## config.mk

```make
export PLATFORM = sky130hd
export DESIGN_NAME = aer_regs
export DESIGN_NICKNAME = d
export VERILOG_FILES = /design/src/logic/aer_pkg.sv /design/src/logic/aer_w1c_bank.sv /design/src/logic/aer_evt_gate.sv /design/src/logic/aer_regs.sv
export SDC_FILE = /design/constraint.sdc
export NUM_CORES = 1
export LEC_CHECK = 0
export BUFFER_PORTS_ARGS = -buffer_cell sky130_fd_sc_hd__buf_2
export CAP_MARGIN = 20
export CORE_MARGIN = 2
export CORE_UTILIZATION = 33
export DETAILED_ROUTE_END_ITERATION = 10
export GPL_TIMING_DRIVEN = 0
export PLACE_DENSITY_LB_ADDON = 0.08
export REMOVE_ABC_BUFFERS = 1
export SETUP_SLACK_MARGIN = 0.2
export SYNTH_ARGS = -nofsm -noshare
export SYNTH_HDL_FRONTEND = slang
export SYNTH_SLANG_ARGS = --single-unit
```

## constraint.sdc

```tcl
create_clock -name clk -period 1 [get_ports clk]
set_input_delay 0.05 -clock clk [delete_from_list [all_inputs] [get_ports clk]]
set_output_delay 0.05 -clock clk [all_outputs]
set_load 0.01 [all_outputs]
```

## src/logic/aer_pkg.sv

```systemverilog
// Constants, types and decode helpers for the uncorrectable error register block
package aer_pkg;

  localparam int          AER_AW        = 12;
  localparam int          AER_DW        = 32;
  localparam int          AER_BEW       = AER_DW / 8;

  localparam logic [11:0] AER_HDR_OFF   = 12'h100;
  localparam logic [11:0] AER_STAT_OFF  = 12'h104;
  localparam logic [11:0] AER_MASK_OFF  = 12'h108;

  localparam logic [15:0] AER_CAP_ID    = 16'h0001;
  localparam logic [3:0]  AER_CAP_VER   = 4'h1;
  localparam logic [11:0] AER_NEXT_PTR  = 12'h000;

  // Implemented bits of status and mask; everything else is reserved
  localparam logic [31:0] AER_IMPL      = 32'h001FF011;
  localparam logic [31:0] AER_STAT_RST  = 32'h00000000;
  localparam logic [31:0] AER_MASK_RST  = 32'h00000000;

  localparam int AER_B_TRAIN   = 0;
  localparam int AER_B_DLP     = 4;
  localparam int AER_B_POISON  = 12;
  localparam int AER_B_FCP     = 13;
  localparam int AER_B_CPL_TO  = 14;
  localparam int AER_B_CPL_AB  = 15;
  localparam int AER_B_UNEXP   = 16;
  localparam int AER_B_RX_OVF  = 17;
  localparam int AER_B_MALF    = 18;
  localparam int AER_B_ECRC    = 19;
  localparam int AER_B_UNSUP   = 20;

  typedef struct packed {
    logic                valid;
    logic                write;
    logic [AER_AW-1:0]   addr;
    logic [AER_BEW-1:0]  be;
    logic [AER_DW-1:0]   data;
  } aer_cfg_req_s;

  typedef struct packed {
    logic                valid;
    logic [AER_DW-1:0]   data;
  } aer_cfg_rsp_s;

  typedef struct packed {
    logic unsup_req;
    logic ecrc;
    logic malformed;
    logic rx_overflow;
    logic unexp_cpl;
    logic cpl_abort;
    logic cpl_timeout;
    logic fc_protocol;
    logic poisoned;
    logic dl_protocol;
    logic training;
  } aer_evt_s;

  // Place each event at its status bit position
  function automatic logic [31:0] aer_evt_vec(input aer_evt_s e);
    logic [31:0] v;
    v               = 32'h00000000;
    v[AER_B_TRAIN]  = e.training;
    v[AER_B_DLP]    = e.dl_protocol;
    v[AER_B_POISON] = e.poisoned;
    v[AER_B_FCP]    = e.fc_protocol;
    v[AER_B_CPL_TO] = e.cpl_timeout;
    v[AER_B_CPL_AB] = e.cpl_abort;
    v[AER_B_UNEXP]  = e.unexp_cpl;
    v[AER_B_RX_OVF] = e.rx_overflow;
    v[AER_B_MALF]   = e.malformed;
    v[AER_B_ECRC]   = e.ecrc;
    v[AER_B_UNSUP]  = e.unsup_req;
    return v;
  endfunction

  // Byte enables widened to a bit mask
  function automatic logic [31:0] aer_be_mask(input logic [3:0] be);
    return {{8{be[3]}}, {8{be[2]}}, {8{be[1]}}, {8{be[0]}}};
  endfunction

endpackage

```

## src/logic/aer_w1c_bank.sv

```systemverilog
// Sticky write-one-to-clear status bits
`timescale 1ns/1ns
`default_nettype none
module aer_w1c_bank #(
  parameter int          W    = 32,
  parameter logic [31:0] IMPL = aer_pkg::AER_IMPL
) (
  input  wire logic         clk,
  input  wire logic         rst_n,
  input  wire logic [W-1:0] set_vec,
  input  wire logic [W-1:0] clr_vec,
  output var  logic [W-1:0] q_ff
);
  import aer_pkg::*;

  genvar i;
  generate
    for (i = 0; i < W; i++) begin : g_bit
      if (IMPL[i]) begin : g_impl
        logic nxt_q;
        // Set beats clear so no event is lost in the clearing cycle
        assign nxt_q = set_vec[i] | (q_ff[i] & ~clr_vec[i]);
        always_ff @(posedge clk or negedge rst_n) begin
          if (!rst_n) begin
            q_ff[i] <= AER_STAT_RST[i];
          end else begin
            q_ff[i] <= nxt_q;
          end
        end
      end else begin : g_rsvd
        assign q_ff[i] = 1'b0;
      end
    end
  endgenerate

endmodule // aer_w1c_bank
`default_nettype wire

```

## src/logic/aer_evt_gate.sv

```systemverilog
// Mask gating of error events onto header-log and message requests
`timescale 1ns/1ns
`default_nettype none
module aer_evt_gate #(
  parameter int W = 32
) (
  input  wire logic         clk,
  input  wire logic         rst_n,
  input  wire logic [W-1:0] evt_vec,
  input  wire logic [W-1:0] mask,
  output logic      [W-1:0] log_ff,
  output logic              msg_ff
);
  import aer_pkg::*;

  logic [W-1:0] nxt_log;
  logic         nxt_msg;

  assign nxt_log = evt_vec & ~mask;
  assign nxt_msg = |nxt_log;

  always_ff @(posedge clk or negedge rst_n) begin
    if (!rst_n) begin
      log_ff <= '0;
      msg_ff <= 1'b0;
    end else begin
      log_ff <= nxt_log;
      msg_ff <= nxt_msg;
    end
  end

endmodule // aer_evt_gate
`default_nettype wire

```

## src/logic/aer_regs.sv

```systemverilog
// Uncorrectable error reporting registers reached through configuration space
`timescale 1ns/1ns
`default_nettype none
module aer_regs (
  input  wire logic                  clk,
  input  wire logic                  rst_n,
  input  wire aer_pkg::aer_cfg_req_s cfg_req,
  output aer_pkg::aer_cfg_rsp_s      cfg_rsp_ff,
  input  wire aer_pkg::aer_evt_s     err_evt,
  output logic [31:0]                hdr_log_req_ff,
  output logic                       err_msg_req_ff,
  output logic [31:0]                stat_out_ff
);
  import aer_pkg::*;

  logic [31:0]  status;
  logic [31:0]  mask_ff;
  logic [31:0]  nxt_mask;
  logic [31:0]  evt_vec;
  logic [31:0]  wr_bits;
  logic [31:0]  stat_clr;
  logic [31:0]  hdr_word;
  logic [31:0]  rd_data;
  logic         hit_hdr;
  logic         hit_stat;
  logic         hit_mask;
  logic         wr_stat;
  logic         wr_mask;
  aer_cfg_rsp_s nxt_rsp;

  assign evt_vec  = aer_evt_vec(err_evt) & AER_IMPL;
  assign hit_hdr  = cfg_req.addr == AER_HDR_OFF;
  assign hit_stat = cfg_req.addr == AER_STAT_OFF;
  assign hit_mask = cfg_req.addr == AER_MASK_OFF;
  assign wr_stat  = cfg_req.valid & cfg_req.write & hit_stat;
  assign wr_mask  = cfg_req.valid & cfg_req.write & hit_mask;
  assign wr_bits  = cfg_req.data & aer_be_mask(cfg_req.be) & AER_IMPL;

  // Header word is pure wiring; writes to it fall through
  assign hdr_word = {AER_NEXT_PTR, AER_CAP_VER, AER_CAP_ID};

  assign stat_clr = wr_stat ? wr_bits : 32'h00000000;

  aer_w1c_bank #(
    .W    (32),
    .IMPL (AER_IMPL)
  ) u_status (
    .clk     (clk),
    .rst_n   (rst_n),
    .set_vec (evt_vec),
    .clr_vec (stat_clr),
    .q_ff    (status)
  );

  // Byte lanes not enabled keep their old mask value
  assign nxt_mask = wr_mask ?
                    ((mask_ff & ~(aer_be_mask(cfg_req.be) & AER_IMPL)) | wr_bits) :
                    mask_ff;

  always_ff @(posedge clk or negedge rst_n) begin
    if (!rst_n) begin
      mask_ff <= AER_MASK_RST;
    end else begin
      mask_ff <= nxt_mask & AER_IMPL;
    end
  end

  aer_evt_gate #(
    .W (32)
  ) u_gate (
    .clk     (clk),
    .rst_n   (rst_n),
    .evt_vec (evt_vec),
    .mask    (mask_ff),
    .log_ff  (hdr_log_req_ff),
    .msg_ff  (err_msg_req_ff)
  );

  // Unmapped offsets read zero rather than stalling the completer
  assign rd_data = hit_hdr  ? hdr_word :
                   hit_stat ? status   :
                   hit_mask ? mask_ff  :
                   32'h00000000;

  assign nxt_rsp.valid = cfg_req.valid;
  assign nxt_rsp.data  = (cfg_req.valid & ~cfg_req.write) ? rd_data : 32'h00000000;

  always_ff @(posedge clk or negedge rst_n) begin
    if (!rst_n) begin
      cfg_rsp_ff  <= '0;
      stat_out_ff <= AER_STAT_RST;
    end else begin
      cfg_rsp_ff  <= nxt_rsp;
      stat_out_ff <= status;
    end
  end

  logic rd_hdr;
  logic rd_any;
  assign rd_hdr = cfg_req.valid & ~cfg_req.write & hit_hdr;
  assign rd_any = cfg_req.valid & ~cfg_req.write;

  a_hdr_read_const: assert property (@(posedge clk) disable iff (!rst_n)
    rd_hdr |=> cfg_rsp_ff.valid && cfg_rsp_ff.data == 32'h00010001)
    else $error("header word read wrong");

  a_hdr_write_noeff: assert property (@(posedge clk) disable iff (!rst_n)
    (cfg_req.valid && cfg_req.write && hit_hdr) ##[1:2] rd_hdr |=>
      cfg_rsp_ff.data[15:0] == AER_CAP_ID)
    else $error("header write took effect");

  a_evt_sets_stat: assert property (@(posedge clk) disable iff (!rst_n)
    evt_vec != 32'h00000000 |=> (status & $past(evt_vec)) == $past(evt_vec))
    else $error("event did not set status");

  a_w1c_clears: assert property (@(posedge clk) disable iff (!rst_n)
    wr_stat && ((wr_bits & ~evt_vec) != 32'h00000000) |=>
      (status & $past(wr_bits & ~evt_vec)) == 32'h00000000)
    else $error("write one did not clear status");

  a_stat_hold: assert property (@(posedge clk) disable iff (!rst_n)
    !wr_stat && evt_vec == 32'h00000000 |=> $stable(status))
    else $error("status changed without cause");

  a_rsvd_zero: assert property (@(posedge clk) disable iff (!rst_n)
    rd_any && (hit_stat || hit_mask) |=> (cfg_rsp_ff.data & ~AER_IMPL) == 32'h00000000)
    else $error("reserved bit nonzero");

  a_rsvd_state_zero: assert property (@(posedge clk) disable iff (!rst_n)
    ((status | mask_ff) & ~AER_IMPL) == 32'h00000000)
    else $error("reserved state bit nonzero");

  a_mask_write: assert property (@(posedge clk) disable iff (!rst_n)
    wr_mask && cfg_req.be == 4'hF |=> mask_ff == ($past(cfg_req.data) & AER_IMPL))
    else $error("mask write lost");

  a_masked_no_log: assert property (@(posedge clk) disable iff (!rst_n)
    (evt_vec & mask_ff) != 32'h00000000 |=>
      (hdr_log_req_ff & $past(evt_vec & mask_ff)) == 32'h00000000)
    else $error("masked event was logged");

  a_masked_sets: assert property (@(posedge clk) disable iff (!rst_n)
    (evt_vec & mask_ff) != 32'h00000000 |=>
      (status & $past(evt_vec & mask_ff)) == $past(evt_vec & mask_ff))
    else $error("masked event lost from status");

  a_unmasked_msg: assert property (@(posedge clk) disable iff (!rst_n)
    (evt_vec & ~mask_ff) != 32'h00000000 |=> err_msg_req_ff &&
      ((hdr_log_req_ff & $past(evt_vec & ~mask_ff)) == $past(evt_vec & ~mask_ff)))
    else $error("unmasked event gave no message");

endmodule // aer_regs
`default_nettype wire

```

### Yosys cells after proc, flatten, opt, wreduce, memory -nomap -nowiden

Cells that the tools add are included.

| cells by class | value |
|---|---|
| equal/unequal tests | 3 |
| muxes and demuxes | 5 |
| reductions and logical operators | 1 |
| bitwise logic cells | 44 |

Operators by type and width:

| cell | count |
|---|---|
| two-way mux 21 bit | 5 |
| bitwise AND 21 bit | 2 |
| equality test 12 x 9 -> 1 bit (second input constant) | 3 |
| bitwise AND 21 x 32 -> 32 bit | 1 |
| inverter 21 -> 32 bit | 1 |
| OR reduction 32 bit | 1 |
| inverter 21 bit | 1 |
| bitwise OR 21 bit | 1 |
| bitwise AND 1 bit | 15 |
| inverter 1 bit | 12 |
| bitwise OR 1 bit | 11 |

| word-level totals | value |
|---|---|
| register bits after elaboration | 88 |
| input bits | 63 |
| word-level logic and storage cells | 70 |

### Longest topological paths before layout

| depth | value |
|---|---|
| depth after elaboration | 6 |
| depth in mapped cells | 5 |
| gate-level depth less buffers | 3 |

### Modules after synthesis

Synthesis repeated with hierarchy kept, for this count alone.

| unflattened totals | value |
|---|---|
| cells, all modules | 305 |
| area total of the unflattened synthesis | 4379.2 um^2 |

Modules (own cells, without submodules):

| module | cells an instance | instances | area each (um^2) |
|---|---|---|---|
| aer_regs | 174 | 1 | 2601.2 |
| aer_evt_gate | 76 | 1 | 1217.4 |
| aer_w1c_bank | 55 | 1 | 560.5 |

### Worst setup path before layout

Ideal clock, no wire load.

| timing | value |
|---|---|
| kind | input to register |
| start | in cfg_req[41] (netlist name) |
| end | reg (tool-made name) |
| cell stages on the path | 4 |
| slack | -590 ps |
| arrival | 1466 ps |
| path buffers | 1 |
| cells stage by stage | or4_1 -> buf_2 -> nor4_4 -> mux2_2 |

RTL lines:

| element | line | RTL |
|---|---|---|
| from (decl) | aer_regs.sv:7 | `input wire aer_pkg::aer_cfg_req_s cfg_req,` |

==> flow_metrics.py <==
metrics = {
    "finish": {
        "nets": 417,
        "synthToLayoutAreaGrowth_pct": 38.7,
        "drive_above_1_share": 0.405,
        "n_antenna_cell": 0,
        "finalNonFillerCells": 460,
    },
    "synthesis": {
        "ys.flop_type": "dfrtp_1",
        "netlist_area_mm2": 0.00264,
        "synth-edff-count": 0,
        "avgSynthCellArea_um2": 11.5,
        "yosysUniqueCellTypes": 28,
        "ys_seq_area_frac": 0.540,
        "ys_warn_count": 0,
        "synth-async-reset-ratio": 1.00,
        "synth-seq-cells": 57,
        "syn_inst": 230,
    },
    "setup_path": {
        "endpoint_kind": "register",
        "worstPathMaxFanout": 7,
        "cp_top_family": "simple AND/OR/NAND/NOR gates",
        "worstPathArrival_ps": 1590,
        "max_stage_delay_ps": 670,
        "cp_data_required_time_ps": 1250,
        "cp_common_cell": "or4_4",
        "startpoint_type": "input port",
        "crit_path_cell_trace": "buf_6, or4_4, or4_4, a21oi_2",
        "path_class": "in -> reg",
        "crit_path_top_delay_cell": "or4_4",
        "critPathBufInv": 1,
    },
    "timing": {
        "min_period_ps": 1350,
        "rsz0062_at_grt": "yes",
        "worst_pin_slew_ps": 922,
        "relSlewSlack": 0.384,
        "timing.hold.ws_ps": -268,
        "period_share": 1.35,
        "slew_viol_final": 0,
        "hold_violations": 25,
        "fmax_mhz": 743,
        "tns_ps": -9170,
        "worst_slack_ps": -345,
        "finalSetupViolCount": 33,
        "skew_ps": 3.12,
    },
    "global_route": {
        "grt_max_degree": 33,
        "antenna_found_initial": 0,
        "overflow": 0,
        "grt_pass1_vias": 1677,
        "grt_pass1_wl_mm": 8.91,
        "track_usage": 0.141,
    },
    "die": {
        "core_area_mm2": 0.00773,
        "fp.dieW_um": 93.5,
        "io_pins": 161,
        "dieArea_mm2": 0.00874,
        "start_util": 0.342,
        "die_y_um": 93.5,
        "rows": 32,
    },
    "detailed_routing": {
        "drc": 0,
        "wl_met3_um": 536,
        "wl_met1_mm": 2.79,
        "dr.pass1.iters": 4,
        "totalWireLength_mm": 6.06,
        "vias": 1873,
        "dr.first_iter.drc_count": 77,
        "drtAntennaViolNets": 0,
        "vias_per_cell": 4.07,
        "wire_per_inst_um": 13.2,
        "dr.max_layer_used": "met4",
        "route.met2.wl_mm": 2.64,
    },
    "clocking": {
        "cts.htree.levels": 3,
        "holdBufCountCts": 23,
        "numCtsBuffers": 9,
        "cts_root_buffer": "clkbuf_8",
        "clkLatencyLatePin_ps": 330,
        "cts_tree": "yes",
        "clk_pin_slew_ps": 60,
        "clock_sinks": 57,
        "clockBufferDepth": 2,
    },
    "outcome": {
        "violations": "negative hold slack, negative setup slack",
        "outcome": "finished with violations",
    },
    "placement": {
        "pre_cts_ws_ps": -1210,
        "hpwl_mm": 3.90,
        "gp_congestion": 0.749,
        "io_buffers": 75,
        "place_inst": 401,
    },
    "power_and_ir_drop": {
        "swShare": 0.231,
        "p_switching_mw": 1.20,
        "internal_power_mw": 4.00,
        "powerDensity_mw_per_mm2": 1420,
        "leakagePower_nw": 1.80,
        "pwr-share-comb": 0.104,
        "seqPwrFrac": 0.450,
        "vdd_drop_max_mv": 0.575,
        "clockPowerShare": 0.446,
    },
    "job": {
        "cap_violations": 0,
    },
    "hold_path": {
        "hp-class": "in -> async",
    },
}
Yosys cell counts (2+ instances only):
cell	number	area, um2
a21o_1	2	15.0
a22oi_1	9	67.6
a31oi_1	9	56.3
a41oi_1	2	17.5
buf_4	63	473
buf_6	2	22.5
clkbuf_1	3	11.3
dfrtp_1	57	1430
inv_1	13	48.8
mux2_1	2	22.5
mux2_2	9	101
nand2b_1	2	12.5
nand4b_1	5	43.8
nor2_1	20	75.1
nor2b_1	13	81.3
nor4_1	4	25.0
nor4_2	2	25.0
nor4_4	2	42.5
or4_4	2	22.5
cells in the final DEF, fill, tap and decap left out, drive strengths merged:
cell type	Yosys	routed
nor2	20	20
a41oi	2	2
conb	1	63
a22oi	9	9
a21o	2	2
nor2b	13	13
nand2b	2	2
buf	66	96
clkinv	0	1
nand3	1	1
nand3b	1	1
mux2	11	11
a21oi	2	2
nand2	1	1
inv	13	13
clkbuf	3	12
or4	3	4
nor4	8	8
nand4b	5	5
dfrtp	57	57
bufinv	0	2
nor3	1	1
dlygate4sd3	0	23
a31oi	9	9
cell type report:
cell class                 instances  area (um2)
fill                             757        4060
tap                              102         128
multi-input combinational        154        1030
timing repair buffer             119         816
inverter                          13        48.8
clock inverter                     3        65.1
sequential                        57        1430
clock buffer                      12         145
worst paths after layout:
| kind | start | end | slack (ps) | depth (start not counted) |
|---|---|---|---|---|
| min in group clk | err_evt[8] | u_status.q_ff[18]$_DFF_PN0_ | 10 | 3 |
| max | cfg_req[36] | cfg_rsp_ff[16]$_DFF_PN0_ | -350 | 4 |
| max in group asynchronous | rst_n | asynchronous set/reset pin | 680 | 2 |
| min | rst_n | u_gate.log_ff[14]$_DFF_PN0_ | -270 | 1 |
| max reg2reg | register | u_gate.msg_ff$_DFF_PN0_ | 40 | 3 |
| min reg2reg | u_status.q_ff[12]$_DFF_PN0_ | stat_out_ff[12]$_DFF_PN0_ | 400 | 0 |
cell families (layout without fill, tap and decap cells):
kind of cell / Yosys count / in the layout / share of synthesized area
buffers and inverters: 82 / 147 / 0.212
and+or+nand+nor: 55 / 56 / 0.135
muxes: 11 / 11 / 0.0469
other: 1 / 63 / 0.00142
AOI/OAI and AO/OA: 24 / 24 / 0.0644
DFF: 57 / 57 / 0.540
metrics by stage:
step | total power [mW] | utilization | cell area, um2
2_1_floorplan | 2.58 | - | 2360
3_3_place_gp | 2.78 | 0.371 | 2870
3_5_place_dp | 2.79 | 0.373 | 2890
4_1_cts | 5.25 | 0.459 | 3550
5_1_grt | 5.44 | 0.474 | 3660
6_report | 5.20 | 0.474 | 3660
metal layers:
layer	vias up	track usage
met2	98	0.197
met5	-	0
met4	0	0.0625
li1	896	-
met3	7	0.0459
met1	872	0.197
what timing repair did:
item                       CTS  global route
pin swaps                   20            10
setup endpoints to repair   69            69
hold endpoints to repair    49            26
resized for setup           30            11
buffers inserted             9            11
gates cloned                 1             0
power groups by stage:
stage | clock network (mW) | logic (mW) | registers, mW
2_1_floorplan | 0 | 0.184 | 2.39
3_3_place_gp | 0 | 0.403 | 2.38
3_5_place_dp | 0 | 0.413 | 2.38
4_1_cts | 2.39 | 0.516 | 2.34
5_1_grt | 2.51 | 0.590 | 2.34
6_report | 2.32 | 0.538 | 2.34
Note: power is estimated with default switching activity, not from simulation.
